**config.mk**
```make
export PLATFORM = sky130hd
export DESIGN_NAME = sve_exec
export DESIGN_NICKNAME = d
export VERILOG_FILES = /design/src/sve_pkg.sv /design/src/sve_exec.sv
export SDC_FILE = /design/constraint.sdc
export NUM_CORES = 2
export LEC_CHECK = 0
export ABC_AREA = 1
export BUFFER_PORTS_ARGS = -buffer_cell sky130_fd_sc_hd__buf_2
export CORE_UTILIZATION = 40
export CTS_CLUSTER_SIZE = 24
export DETAILED_ROUTE_END_ITERATION = 10
export PLACE_DENSITY_LB_ADDON = 0.2
export SYNTH_ARGS = -nofsm -noshare
export SYNTH_HDL_FRONTEND = slang
export SYNTH_SLANG_ARGS = --single-unit
```
**constraint.sdc**
```tcl
create_clock -name clock -period 4 [get_ports clock]
set_input_delay 0.2 -clock clock [delete_from_list [all_inputs] [get_ports clock]]
set_output_delay 0.2 -clock clock [all_outputs]
set_load 0.005 [all_outputs]
```
**src/sve_pkg.sv**
```systemverilog
// constants, opcode fields and state codes of the sign-mode / vectored-call / xor executor
package sve_pkg;
   localparam int unsigned DW        = 16;
   localparam int unsigned NACC      = 32;
   localparam int unsigned NREG      = 8;
   localparam logic [15:0] PC_RST    = 16'h0000;
   localparam logic [15:0] STAT_RST  = 16'h0000;
   localparam logic [15:0] REG_RST   = 16'h0000;
   localparam logic [4:0]  PT_RST    = 5'h00;
   localparam logic [15:0] VEC_BASE  = 16'h7f00;
   localparam logic [15:0] SP_STEP   = 16'h0002;
   localparam logic [15:0] POST_STEP = 16'h0002;
   localparam logic [4:0]  ACC_OFS   = 5'h10;
   localparam logic [2:0]  SP_IDX    = 3'h7;
   localparam logic [2:0]  OFS_IDX   = 3'h5;
   localparam logic [15:0] ONE_WORD  = 16'h0001;
   localparam logic [15:0] TWO_WORDS = 16'h0002;
   // status word bit positions
   localparam int ST_SX  = 0;
   localparam int ST_OVF = 1;
   localparam int ST_SGN = 2;
   localparam int ST_ZER = 3;
   localparam int ST_CRY = 4;
   localparam int ST_TAG = 5;
   localparam int ST_TFA = 6;
   localparam int ST_TFB = 7;
   // opcodes and opcode fields
   localparam logic [16:0] SET_SX_OPC = 17'h0_0001;
   localparam logic [16:0] CLR_SX_OPC = 17'h0_0002;
   localparam logic [8:0]  VECTORED_CALL_INSTR_PFX  = 9'h1fd;
   localparam logic [6:0]  XMEM_PFX   = 7'h24;
   localparam logic [4:0]  XACC_PFX   = 5'h1c;
   localparam logic [5:0]  XIMM_SUB   = 6'h31;
   localparam logic [5:0]  XAA_SUB    = 6'h10;
   localparam logic [4:0]  XTFM_PFX   = 5'h13;
   localparam logic [2:0]  XTFM_SUB   = 3'h6;
   localparam logic [4:0]  XTFC_PFX   = 5'h12;
   localparam logic [1:0]  XTFC_SUB   = 2'h3;
   localparam logic [1:0]  NXT_INC    = 2'h1;
   localparam logic [1:0]  NXT_DEC    = 2'h2;
   // memory operand modes
   localparam logic [2:0]  AM_DIRECT  = 3'h0;
   localparam logic [2:0]  AM_IND     = 3'h1;
   localparam logic [2:0]  AM_POSTINC = 3'h2;
   localparam logic [2:0]  AM_POSTDEC = 3'h3;
   localparam logic [2:0]  AM_INDEXED = 3'h4;
   // condition codes
   localparam logic [4:0]  CC_TRUE = 5'h00;
   localparam logic [4:0]  CC_CRY  = 5'h01;
   localparam logic [4:0]  CC_ZER  = 5'h02;
   localparam logic [4:0]  CC_SGN  = 5'h03;
   localparam logic [4:0]  CC_OVF  = 5'h04;
   localparam logic [4:0]  CC_TAG  = 5'h05;
   localparam logic [4:0]  CC_RZ   = 5'h06;
   localparam logic [4:0]  CC_RNZ  = 5'h07;
   localparam logic [4:0]  CC_RN   = 5'h08;
   localparam logic [4:0]  CC_RNN  = 5'h09;
   // pending operation kinds
   localparam logic [1:0]  K_MEM = 2'h0;
   localparam logic [1:0]  K_TFM = 2'h1;
   localparam logic [1:0]  K_VEC = 2'h2;
   typedef enum logic [3:0] {
      ST_IDLE = 4'b0001,
      ST_REQ  = 4'b0010,
      ST_MDAT = 4'b0100,
      ST_VDAT = 4'b1000
   } sve_state_t;
endpackage : sve_pkg

```
**src/sve_exec.sv**
```systemverilog
// executor for set/clear sign mode, vectored call and the xor instruction family
`timescale 1ns/1ps
// How it works
// - the set-sign-mode instruction writes 1 to status bit 0 and leaves condition flags alone.
// - while status bit 0 is 1 the sign-extension mode output stays high for arithmetic.
// - a vectored call pushes the next address and moves the stack pointer register up by 2.
// - a vectored call loads the program counter with the program word at 0x7F00 plus vector.
// - a vectored call is one program word long.
// - xor writes destination xor source, or source xor second source, to the destination.
// - xor into an accumulator sets overflow, sign, zero, carry; a memory source also sets tag.
// - test-flag xor with a flag address folds the memory tag into the chosen test flag.
// - test-flag xor with a condition folds it in; an index register only for index tests.
// - the index-zero condition is true exactly when the chosen index register holds zero.
// - the next-accumulator option steps the accumulator pointer before operands are read.
// - a post-decrement memory operand lowers its index register by 2 after taking the address, before the xor.
// - an indexed base-plus-offset operand leaves the base register unchanged.
module sve_exec
   import sve_pkg::*;
(
   input  wire logic        clock,
   input  wire logic        arst_n,
   input  wire logic        ce,
   input  wire logic        instr_valid,
   input  wire logic [16:0] instr_word,
   input  wire logic [15:0] instr_ext,
   input  wire logic [15:0] pmem_rdata,
   input  wire logic [15:0] dmem_rdata,
   input  wire logic        dmem_tag,
   output logic             busy_r,
   output logic             done_r,
   output logic [15:0]      pc_r,
   output logic [15:0]      stat_r,
   output logic             sign_ext_mode_r,
   output logic [15:0]      result_r,
   output logic [15:0]      pmem_addr_r,
   output logic             pmem_rd_r,
   output logic [15:0]      dmem_addr_r,
   output logic             dmem_rd_r,
   output logic             dmem_wr_r,
   output logic [15:0]      dmem_wdata_r
);
   sve_state_t  st_r, st_nxt;
   logic [15:0] acc_r [NACC];
   logic [15:0] rx_r  [NREG];
   logic [4:0]  pt_r  [4];
   logic [15:0] pc_nxt, stat_nxt, result_nxt, opa_r, opa_nxt, pw_r, pw_nxt;
   logic [15:0] pmem_addr_nxt, dmem_addr_nxt, dmem_wdata_nxt;
   logic        pmem_rd_nxt, dmem_rd_nxt, dmem_wr_nxt, done_nxt;
   logic [1:0]  kind_r, kind_nxt;
   logic [4:0]  dst_r, dst_nxt;
   logic        tfs_r, tfs_nxt;
   logic        acc_we, rx_we, pt_we;
   logic [4:0]  acc_wa, pt_wd;
   logic [2:0]  rx_wa;
   logic [1:0]  pt_wa;
   logic [15:0] acc_wd, rx_wd;
   // decode fields
   logic        accept;
   logic [1:0]  an, nxt_opt;
   logic [4:0]  apm, cc;
   logic [2:0]  am, rb, rsel;
   logic        cond;

   assign accept  = ce && instr_valid && (st_r == ST_IDLE);
   assign an      = instr_word[9:8];
   assign nxt_opt = instr_word[11:10];
   assign am      = instr_word[7:5];
   assign rb      = instr_word[2:0];
   assign cc      = instr_word[9:5];
   assign rsel    = instr_word[4:2];

   // pointer premodify happens before any accumulator is read
   always_comb begin
      apm = pt_r[an];
      if (nxt_opt == NXT_INC) begin
         apm = pt_r[an] + 5'h01;
      end else if (nxt_opt == NXT_DEC) begin
         apm = pt_r[an] - 5'h01;
      end
   end

   // condition evaluation; index tests read only the named index register
   always_comb begin
      unique case (cc)
         CC_TRUE: cond = 1'b1;
         CC_CRY:  cond = stat_r[ST_CRY];
         CC_ZER:  cond = stat_r[ST_ZER];
         CC_SGN:  cond = stat_r[ST_SGN];
         CC_OVF:  cond = stat_r[ST_OVF];
         CC_TAG:  cond = stat_r[ST_TAG];
         CC_RZ:   cond = (rx_r[rsel] == 16'h0000);
         CC_RNZ:  cond = (rx_r[rsel] != 16'h0000);
         CC_RN:   cond = rx_r[rsel][15];
         CC_RNN:  cond = !rx_r[rsel][15];
         default: cond = 1'b0;
      endcase
   end

   // next state of the sequencer, status, pc and memory strobes
   always_comb begin
      st_nxt = st_r;
      pc_nxt = pc_r;
      stat_nxt = stat_r;
      result_nxt = result_r;
      opa_nxt = opa_r;
      pw_nxt = pw_r;
      kind_nxt = kind_r;
      dst_nxt = dst_r;
      tfs_nxt = tfs_r;
      pmem_addr_nxt = pmem_addr_r;
      dmem_addr_nxt = dmem_addr_r;
      dmem_wdata_nxt = dmem_wdata_r;
      pmem_rd_nxt = 1'b0;
      dmem_rd_nxt = 1'b0;
      dmem_wr_nxt = 1'b0;
      done_nxt = 1'b0;
      acc_we = 1'b0;
      acc_wa = dst_r;
      acc_wd = 16'h0000;
      rx_we = 1'b0;
      rx_wa = rb;
      rx_wd = 16'h0000;
      pt_we = 1'b0;
      pt_wa = an;
      pt_wd = apm;
      unique case (st_r)
         ST_IDLE: begin
            if (accept) begin
               if (instr_word == SET_SX_OPC) begin
                  stat_nxt[ST_SX] = 1'b1;
                  pc_nxt = pc_r + ONE_WORD;
                  done_nxt = 1'b1;
               end else if (instr_word == CLR_SX_OPC) begin
                  stat_nxt[ST_SX] = 1'b0;
                  pc_nxt = pc_r + ONE_WORD;
                  done_nxt = 1'b1;
               end else if (instr_word[16:8] == VECTORED_CALL_INSTR_PFX) begin
                  // push next address at the stack pointer, then step it
                  dmem_addr_nxt = rx_r[SP_IDX];
                  dmem_wdata_nxt = pc_r + ONE_WORD;
                  dmem_wr_nxt = 1'b1;
                  rx_we = 1'b1;
                  rx_wa = SP_IDX;
                  rx_wd = rx_r[SP_IDX] + SP_STEP;
                  pmem_addr_nxt = VEC_BASE + {8'h00, instr_word[7:0]};
                  pmem_rd_nxt = 1'b1;
                  kind_nxt = K_VEC;
                  st_nxt = ST_REQ;
               end else if (instr_word[16:10] == XMEM_PFX) begin
                  dst_nxt = pt_r[an];
                  opa_nxt = acc_r[pt_r[an]];
                  pw_nxt = (am == AM_DIRECT) ? TWO_WORDS : ONE_WORD;
                  dmem_addr_nxt = rx_r[rb];
                  if (am == AM_DIRECT) begin
                     dmem_addr_nxt = instr_ext;
                  end else if (am == AM_INDEXED) begin
                     dmem_addr_nxt = rx_r[rb] + rx_r[OFS_IDX];   // base kept
                  end else if (am == AM_POSTINC) begin
                     rx_we = 1'b1;
                     rx_wd = rx_r[rb] + POST_STEP;
                  end else if (am == AM_POSTDEC) begin
                     rx_we = 1'b1;
                     rx_wd = rx_r[rb] - POST_STEP;
                  end
                  dmem_rd_nxt = 1'b1;
                  kind_nxt = K_MEM;
                  st_nxt = ST_REQ;
               end else if (instr_word[16:12] == XACC_PFX
                            && (instr_word[7:2] == XIMM_SUB || instr_word[7:2] == XAA_SUB)) begin
                  pt_we = 1'b1;
                  acc_wa = instr_word[0] ? (apm ^ ACC_OFS) : apm;
                  if (instr_word[7:2] == XIMM_SUB) begin
                     acc_wd = acc_r[instr_word[1] ? (apm ^ ACC_OFS) : apm] ^ instr_ext;
                     pc_nxt = pc_r + TWO_WORDS;
                  end else begin
                     acc_wd = acc_r[apm] ^ acc_r[apm ^ ACC_OFS];
                     pc_nxt = pc_r + ONE_WORD;
                  end
                  acc_we = 1'b1;
                  result_nxt = acc_wd;
                  // logic result: no carry or overflow out
                  stat_nxt[ST_OVF] = 1'b0;
                  stat_nxt[ST_CRY] = 1'b0;
                  stat_nxt[ST_SGN] = acc_wd[15];
                  stat_nxt[ST_ZER] = (acc_wd == 16'h0000);
                  done_nxt = 1'b1;
               end else if (instr_word[16:12] == XTFM_PFX && instr_word[9:7] == XTFM_SUB) begin
                  tfs_nxt = instr_word[11];
                  dmem_addr_nxt = {9'h000, instr_word[6:0]};
                  dmem_rd_nxt = 1'b1;
                  kind_nxt = K_TFM;
                  st_nxt = ST_REQ;
               end else if (instr_word[16:12] == XTFC_PFX && instr_word[1:0] == XTFC_SUB) begin
                  // not-bit inverts the condition before it is folded
                  if (instr_word[11]) begin
                     stat_nxt[ST_TFB] = stat_r[ST_TFB] ^ (cond ^ instr_word[10]);
                  end else begin
                     stat_nxt[ST_TFA] = stat_r[ST_TFA] ^ (cond ^ instr_word[10]);
                  end
                  pc_nxt = pc_r + ONE_WORD;
                  done_nxt = 1'b1;
               end
            end
         end
         ST_REQ: begin
            // strobe is at the memory now; data lands one cycle later
            if (ce) begin
               st_nxt = (kind_r == K_VEC) ? ST_VDAT : ST_MDAT;
            end
         end
         ST_MDAT: begin
            if (ce) begin
               if (kind_r == K_MEM) begin
                  acc_we = 1'b1;
                  acc_wd = opa_r ^ dmem_rdata;
                  result_nxt = acc_wd;
                  stat_nxt[ST_OVF] = 1'b0;
                  stat_nxt[ST_CRY] = 1'b0;
                  stat_nxt[ST_SGN] = acc_wd[15];
                  stat_nxt[ST_ZER] = (acc_wd == 16'h0000);
                  stat_nxt[ST_TAG] = dmem_tag;
                  pc_nxt = pc_r + pw_r;
               end else begin
                  if (tfs_r) begin
                     stat_nxt[ST_TFB] = stat_r[ST_TFB] ^ dmem_tag;
                  end else begin
                     stat_nxt[ST_TFA] = stat_r[ST_TFA] ^ dmem_tag;
                  end
                  pc_nxt = pc_r + ONE_WORD;
               end
               done_nxt = 1'b1;
               st_nxt = ST_IDLE;
            end
         end
         ST_VDAT: begin
            if (ce) begin
               pc_nxt = pmem_rdata;
               done_nxt = 1'b1;
               st_nxt = ST_IDLE;
            end
         end
         default: begin
            st_nxt = ST_IDLE;
         end
      endcase
   end

   // all state registers; clock enable freezes everything, strobes included
   always_ff @(posedge clock or negedge arst_n) begin
      if (!arst_n) begin
         st_r <= ST_IDLE;
         pc_r <= PC_RST;
         stat_r <= STAT_RST;
         result_r <= REG_RST;
         opa_r <= REG_RST;
         pw_r <= ONE_WORD;
         kind_r <= K_MEM;
         dst_r <= PT_RST;
         tfs_r <= 1'b0;
         busy_r <= 1'b0;
         done_r <= 1'b0;
         sign_ext_mode_r <= 1'b0;
         pmem_addr_r <= REG_RST;
         pmem_rd_r <= 1'b0;
         dmem_addr_r <= REG_RST;
         dmem_rd_r <= 1'b0;
         dmem_wr_r <= 1'b0;
         dmem_wdata_r <= REG_RST;
         for (int i = 0; i < NACC; i++) acc_r[i] <= REG_RST;
         for (int i = 0; i < NREG; i++) rx_r[i] <= REG_RST;
         for (int i = 0; i < 4; i++) pt_r[i] <= PT_RST;
      end else if (ce) begin
         st_r <= st_nxt;
         pc_r <= pc_nxt;
         stat_r <= stat_nxt;
         result_r <= result_nxt;
         opa_r <= opa_nxt;
         pw_r <= pw_nxt;
         kind_r <= kind_nxt;
         dst_r <= dst_nxt;
         tfs_r <= tfs_nxt;
         busy_r <= (st_nxt != ST_IDLE);
         done_r <= done_nxt;
         sign_ext_mode_r <= stat_nxt[ST_SX];
         pmem_addr_r <= pmem_addr_nxt;
         pmem_rd_r <= pmem_rd_nxt;
         dmem_addr_r <= dmem_addr_nxt;
         dmem_rd_r <= dmem_rd_nxt;
         dmem_wr_r <= dmem_wr_nxt;
         dmem_wdata_r <= dmem_wdata_nxt;
         if (acc_we) acc_r[acc_wa] <= acc_wd;
         if (rx_we) rx_r[rx_wa] <= rx_wd;
         if (pt_we) pt_r[pt_wa] <= pt_wd;
      end
   end
endmodule : sve_exec

```
After elaboration in Yosys (flattened, before gate mapping)
Cells that the tools add are included.
Widths: inputs -> output; s select.
{"block": "totals", "register_bits": 796, "input_bits": 70, "out_inout_bits": 102, "elab_cells": 376}
{"block": "op_classes", "n_addsub": 10, "magnitude_cmp": 12, "eq_ne": 51, "muxes": 181, "bitwise_logic": 23, "reduce_logical": 35}
{"operator": "$mux 16", "count": 63}
{"operator": "$bwmux 512", "count": 1}
{"operator": "$bmux 16 s5", "count": 4}
{"operator": "$bwmux 128", "count": 1}
{"operator": "$bmux 16 s3", "count": 2}
{"operator": "$demux 16 s5", "count": 1}
{"operator": "$mux 5", "count": 15}
{"operator": "$mux 4", "count": 16}
{"operator": "$pmux 16 s2", "count": 2}
{"operator": "$add 16x2->16 const B", "count": 3}
{"operator": "$demux 16 s3", "count": 1}
{"operator": "$logic_not 16->1", "count": 3}
{"operator": "$pmux 16 s3", "count": 1}
{"operator": "$xor 16x16->16", "count": 3}
{"operator": "$mux 1", "count": 46}
{"operator": "$add 16x16->16", "count": 2}
{"operator": "$ge 6x6->1 const B", "count": 5}
{"operator": "$not 5->6", "count": 5}
{"operator": "$mux 2", "count": 14}
{"operator": "$ne 2x2->1 const B", "count": 13}
{"operator": "$reduce_and 13->1", "count": 2}
{"operator": "$reduce_and 7->1", "count": 3}
{"operator": "$bwmux 20", "count": 1}
{"operator": "$eq 5x3->1 const B", "count": 4}
{"operator": "other kinds (61)", "count": 101}

Longest topological paths before layout
{"block": "logic_depth", "ltp_word": 30, "depth_mapped": 30, "depth_no_buf": 25}

Worst setup path after synthesis
OpenSTA, ideal clock, no wires.
{"block": "synth_timing", "kind": "reg2reg", "from": "register pt_r[0] (netlist bit)", "to": "register acc_r[20] (netlist bit)", "setup_ns": 0.133, "arrival_ns": 3.917, "t_required_ns": 3.867, "slack_ns": -0.051, "stages_incl_launch_ff": 24, "path_buffers": 7, "synth_period_minus_slack_ns": 4.051, "cell_sequence": "dfrtp_1 -> nand3_1 -> nand2_1 -> nor2_2 -> clkbuf_1 -> clkbuf_1 -> buf_1 -> ha_1 -> o21ai_0 -> nand2_2 -> inv_2 -> buf_2 -> buf_4 -> clkbuf_1 -> nand3_1 -> nand3_1 -> nand3_1 -> nand3_1 -> nand2_1 -> nand2_1 -> nand3_1 -> a31oi_2 -> clkbuf_1 -> o21ai_0"}
{"block": "synth_via", "elab_chain_len": 29, "word_cells_on_any_way": 53, "cone_classes": "add/sub (2); order compare (2); mux (41); bitwise (7); reduce/logical (1)"}
{"item": "start: declaration", "line": "sve_exec.sv:45", "text": "logic [4:0] pt_r [4];"}
{"item": "start signal: indexed assignment", "line": "sve_exec.sv:293", "text": "if (pt_we) pt_r[pt_wa] <= pt_wd;"}
{"item": "$bmux 5 s2 *", "line": "sve_exec.sv:74, sve_exec.sv:76, sve_exec.sv:78"}
{"item": "$mux 5 (implied by the code) * (2 in a row)", "line": "sve_exec.sv:74, sve_exec.sv:76, sve_exec.sv:78"}
{"item": "$sub 5x1->5", "line": "sve_exec.sv:78", "text": "apm = pt_r[an] - 5'h01;"}
{"item": "$mux 5", "line": "sve_exec.sv:77", "text": "end else if (nxt_opt == NXT_DEC) begin"}
{"item": "$mux 5 *", "line": "sve_exec.sv:75", "text": "if (nxt_opt == NXT_INC) begin"}
{"item": "$not 1->1 (no source line)"}
{"item": "$mux 5", "line": "sve_exec.sv:173", "text": "acc_wd = acc_r[instr_word[1] ? (apm ^ ACC_OFS) : apm] ^ instr_ext;"}
{"item": "$not 5->6", "line": "sve_exec.sv:173"}
{"item": "[... 12 more ...]"}
{"item": "$mux 16", "line": "sve_exec.sv:168", "text": "end else if (instr_word[16:12] == XACC_PFX"}
{"item": "$mux 16", "line": "sve_exec.sv:149", "text": "end else if (instr_word[16:10] == XMEM_PFX) begin"}
{"item": "$mux 16", "line": "sve_exec.sv:137", "text": "end else if (instr_word[16:8] == VECTORED_CALL_INSTR_PFX) begin"}
{"item": "$mux 16", "line": "sve_exec.sv:133", "text": "end else if (instr_word == CLR_SX_OPC) begin"}
{"item": "$mux 16", "line": "sve_exec.sv:129", "text": "if (instr_word == SET_SX_OPC) begin"}
{"item": "$mux 16", "line": "sve_exec.sv:128", "text": "if (accept) begin"}
{"item": "$pmux 16 s2", "line": "sve_exec.sv:126", "text": "unique case (st_r)"}
{"item": "$bwmux 512 *", "line": "sve_exec.sv:291", "text": "if (acc_we) acc_r[acc_wa] <= acc_wd;"}
{"item": "end signal: indexed assignment", "line": "sve_exec.sv:291"}
{"item": "end: declaration", "line": "sve_exec.sv:43", "text": "logic [15:0] acc_r [NACC];"}
Mark *: on every way between the ends. The rest lies on a longest branch, timed or not. The select of a mux whose other input is x is not followed.
A chain may end at the register's enable or synchronous reset.

Final worst setup path
{"block": "layout_timing", "from": "register pt_r[5] (netlist bit)", "to": "register stat_r[3]"}
{"block": "layout_via", "elab_chain_len": 29, "word_cells_on_any_way": 39, "cone_classes": "add/sub (2); mux (30); bitwise (6); reduce/logical (1)"}
{"item": "$bmux 5 s2 *", "line": "sve_exec.sv:74, sve_exec.sv:76, sve_exec.sv:78"}
{"item": "$mux 5 (implied by the code) * (2 in a row)", "line": "sve_exec.sv:74, sve_exec.sv:76, sve_exec.sv:78"}
{"item": "$sub 5x1->5", "line": "sve_exec.sv:78"}
{"item": "$mux 5", "line": "sve_exec.sv:77"}
{"item": "$mux 5 *", "line": "sve_exec.sv:75"}
{"item": "$not 1->1 (no source line)"}
{"item": "$mux 5", "line": "sve_exec.sv:173"}
{"item": "$not 5->6", "line": "sve_exec.sv:173"}
{"item": "[... 12 more ...]"}
{"item": "$logic_not 16->1 *", "line": "sve_exec.sv:185", "text": "stat_nxt[ST_ZER] = (acc_wd == 16'h0000);"}
{"item": "$mux 4 *", "line": "sve_exec.sv:168"}
{"item": "$mux 4 *", "line": "sve_exec.sv:149"}
{"item": "$mux 4 *", "line": "sve_exec.sv:137"}
{"item": "$mux 4 *", "line": "sve_exec.sv:133"}
{"item": "$mux 4 *", "line": "sve_exec.sv:129"}
{"item": "$mux 5 *", "line": "sve_exec.sv:128"}
{"item": "$pmux 4 s2 *", "line": "sve_exec.sv:126"}
{"item": "end signal: assignment", "line": "sve_exec.sv:275", "text": "stat_r <= stat_nxt;"}
{"item": "end: declaration", "line": "sve_exec.sv:32", "text": "output logic [15:0] stat_r,"}
Marked as above.

==> impl_summary.log <==
[metrics] launch instance of the worst register-to-register path: pt_r[5]
[metrics] remaining max-slew budget at the tightest pin: 13.9%
[metrics] Initial Util: 40.3%
[metrics] number of global-route vias before repair: 42,514
[metrics] number of placed I/O pins: 172
[metrics] number of nets in the layout: 6,373
[metrics] worst hold path stage count: 4
[metrics] final period utilization: 95.5%
[metrics] residual overflow from global routing: 0
[metrics] Root Buffer Master: clkbuf_16
[metrics] leakage: 0.0235 µW
[metrics] Endpoint, Worst Hold: stat_r[0]
[metrics] gate count of the mapped netlist: 6,150
[metrics] post-route standard cell area excluding fillers: 51,800 µm²
[metrics] worst-case register-to-register setup slack: 0.18 ns
[metrics] startpoint of the tightest hold check path: instr_word[16]
[metrics] unrepaired setup endpoints after global routing: no
[metrics] clock buffer count from CTS: 92
[metrics] share of synthesized area occupied by flip-flops and latches: 43.4%
[metrics] area of the die: 113,000 µm²
[metrics] number of input and output port buffers inserted: 160
[metrics] placed inst area: 48,200 µm²
[metrics] antenna-violating nets left: 0
[metrics] average wire per cell in the routed design: 23.9 µm
[metrics] number of remaining DRC errors: 0
[metrics] combined area of all synthesized cells: 44,600 µm²
[metrics] share of synthesized flip-flops with an asynchronous set or reset: 100%
[metrics] most frequent cells in the layout: 1,624 x nand2_1, 1,037 x o21ai_0, 771 x dfrtp_1
[metrics] buffers from clock root to sink, at most: 3
[metrics] x dimension of the die: 336 µm
[metrics] cell type contributing the most total cell area after synthesis: dfrtp_1
[metrics] share of cells above drive strength 1: 10.6%
[metrics] count of unique library cells instantiated by Yosys: 64
[metrics] final worst clock skew: 0.0467 ns
[metrics] DRT Pass-1 Iters: 6
[metrics] HP Class: in -> reg
[metrics] aggregate global-route resource usage: 32.9%
[metrics] maximum vdd drop: 0.000350 V
[metrics] initial antenna violation count: 5
[metrics] Finish-stage setup viols: 0
[metrics] flip-flop cell with the highest count after synthesis: dfrtp_1
[metrics] TNS Setup: 0 ns
[metrics] number of flip-flops and latches in the synthesized netlist: 773
[metrics] count of maximum capacitance violations: 0
[metrics] Setup CP Type: reg -> reg
[metrics] minimum clock period: 3.82 ns
[metrics] most common cell after layout, fill and taps aside: nand2_1
[metrics] post-synth top area share: 43.3%
[metrics] Data arrival, critical path: 4.43 ns
[metrics] die height: 336 µm
[metrics] max-slew violation count: 0
[metrics] final WL: 187,000 µm
[metrics] drt via density: 5.86
[metrics] CTS clk-pin slew, worst paths: 0.06 ns
[metrics] maximum fanout count along the critical path: 39
[metrics] Max Freq: 0.262 GHz
[metrics] wire length of the first global-routing pass: 280,000 µm
[metrics] GP Congestion: 0.992
[metrics] number of flops mapped to enable cells by yosys: 0
[metrics] clock latency at the later pin of the worst-skew pair: 0.71 ns
[metrics] DP HPWL: 126,000 µm
[metrics] largest net degree at the start of global routing: 158
[metrics] Crit. End Element: flip-flop
[metrics] Core ar.: 111,000 µm²
[metrics] Warnings, synthesis: 0
[metrics] CTS HTree Levels: 3
[metrics] TritonCTS clock tree: built
[metrics] final hold violations: 0
[metrics] ranking of synthesized cells by area: dfrtp_1 43%, nand2_1 14%, o21ai_0 12%
[metrics] Critical Path Source Type: flip-flop
[metrics] status: finished clean
[metrics] slew of the pin with the lowest slew margin: 1.28 ns
[metrics] clock net sink count: 773
[metrics] capturing point of the worst reg2reg path: stat_r[3]
[metrics] worst reg2reg path depth: 21
[metrics] drt initial violations: 5,586
[metrics] area added between synthesis and finish: 16.2%
[metrics] Pwr per Cell Area: 385 nW/µm²
[metrics] worst endpoint required time: 4.61 ns
[metrics] cell row count: 122
[metrics] overall via count from detail_route: 45,984
[metrics] mean post-synth cell area: 7.25 µm²
## layout make-up
cell class | instances | area (µm²)
fill | 11056 | 58800
multi-input combinational | 4539 | 21800
sequential | 773 | 19300
timing repair buffer | 467 | 3960
clock buffer | 122 | 2660
tap | 1488 | 1860
inverter | 404 | 1520
clock inverter | 50 | 661
antenna | 4 | 10.0
## worst max-delay path, stage by stage (launching register included)
cell and delay (ns):
dfrtp_1 0.39, nand2_1 0.08, nand2_1 0.05, nand2_1 0.20, nand2_8 0.10, ha_1 0.22, nand2_1 0.06, o21ai_1 0.14
xnor2_4 0.36, inv_2 0.12, buf_12 0.23, nand3_1 0.14, nand3_1 0.32, nand3_1 0.24, nand2_1 0.07, nand2_1 0.05
nand3_1 0.08, nand2_1 0.17, nand3_1 0.10, nor2_1 0.32, nand2_1 0.10, a21oi_1 0.13
## power breakdown
group / switching [µW] / leakage, µW / internal, µW
logic: 1760 / 0.0116 / 785
clock network: 3720 / 0.00164 / 5590
registers: 171 / 0.0102 / 7930
total: 5660 / 0.0235 / 14300
## repair_timing
| action | in CTS | in global routing |
|---|---|---|
| resized for setup | 0 | 1 |
| hold endpoints to repair | 88 | 0 |
| hold buffers | 27 | 0 |
| buffers inserted | 0 | 0 |
| endpoints found under the setup margin | 0 | 30 |
## state kept, by name, indices dropped and copies added (netlist names)
register      cells
rx_r            128
tfs_r             1
dmem_wdata_r     16
pt_r             20
result_r         16
dmem_rd_r         1
st_r              4
done_r            1
opa_r            16
dmem_addr_r      16
pmem_addr_r       9
pc_r             16
dmem_wr_r         1
dst_r             5
acc_r           512
busy_r            1
kind_r            2
pw_r              2
stat_r            6
## cells by family (layout without fill, tap and decap cells)
group / count (synthesis) / in the layout / synth area share, %
compound gates: 1578 / 1578 / 19.6
xor+xnor: 55 / 55 / 1.10
fa+ha+maj: 26 / 26 / 0.763
buf+inv: 848 / 1043 / 8.01
flops: 773 / 773 / 43.4
mux: 12 / 12 / 0.269
other cells: 1 / 15 / 0.00841
simple gates: 2857 / 2857 / 26.8
## through the flow
| step | total power (µW) | setup slack, ns | std cells | util (%) | hold slack (ns) |
|---|---|---|---|---|---|
| 6_report | 20000 | 0.182 | 7847 | 46.8 | 0.0609 |
| 5_1_grt | 20600 | 0.0317 | 7843 | 46.8 | 0.0692 |
| 4_1_cts | 20000 | 0.266 | 7843 | 46.8 | 0.0287 |
| 3_5_place_dp | 10700 | 0.135 | 7644 | 43.6 | 0.237 |
| 3_3_place_gp | 10700 | 0.160 | 7644 | 43.6 | 0.239 |
| 2_1_floorplan | 9590 | 0.0561 | 6160 | - | -0.0956 |
## per-layer routing
layer,global-route usage (%),part of all wire (%),vias to the layer above
met5,0,0.014,-
met4,14.8,4.7,4
met3,5.96,10,503
met2,50.5,44,2582
met1,45.1,41,21919
li1,-,-,20976
## worst max-delay path by stage
stage,start,endpoint,slack (ns),depth (start not counted)
global placement,instr_word[8],stat_r[3],0.16,26
floorplan,pt_r[0],acc_r[20],0.06,23
CTS,pt_r[0],acc_r[266],0.27,20
global route,pt_r[5],stat_r[3],0.03,23
finish,pt_r[5],stat_r[3],0.18,21
detailed placement,instr_word[8],stat_r[3],0.14,26
## Yosys cell counts (4+ instances only)
library cell / number
nand4_1: 47
a31oi_1: 10
buf_2: 72
xnor2_1: 16
o2111ai_1: 15
clkbuf_1: 289
nor4_1: 21
o22ai_2: 6
o21ai_2: 5
mux2i_1: 12
buf_6: 12
xor2_1: 38
o21ai_0: 1037
a21oi_1: 196
inv_2: 15
nor2_1: 399
buf_1: 15
o41ai_1: 4
a221oi_1: 14
ha_1: 24
o221ai_1: 44
o211ai_1: 94
inv_1: 383
nand2_2: 7
nand3_1: 673
a22oi_1: 25
or2_2: 9
a22o_1: 4
buf_4: 55
o21ai_1: 30
dfrtp_1: 771
nor3_1: 53
o22ai_1: 66
nor2_2: 8
clkinv_1: 6
nand2_1: 1626
Note: power is estimated with default switching activity, not from simulation.
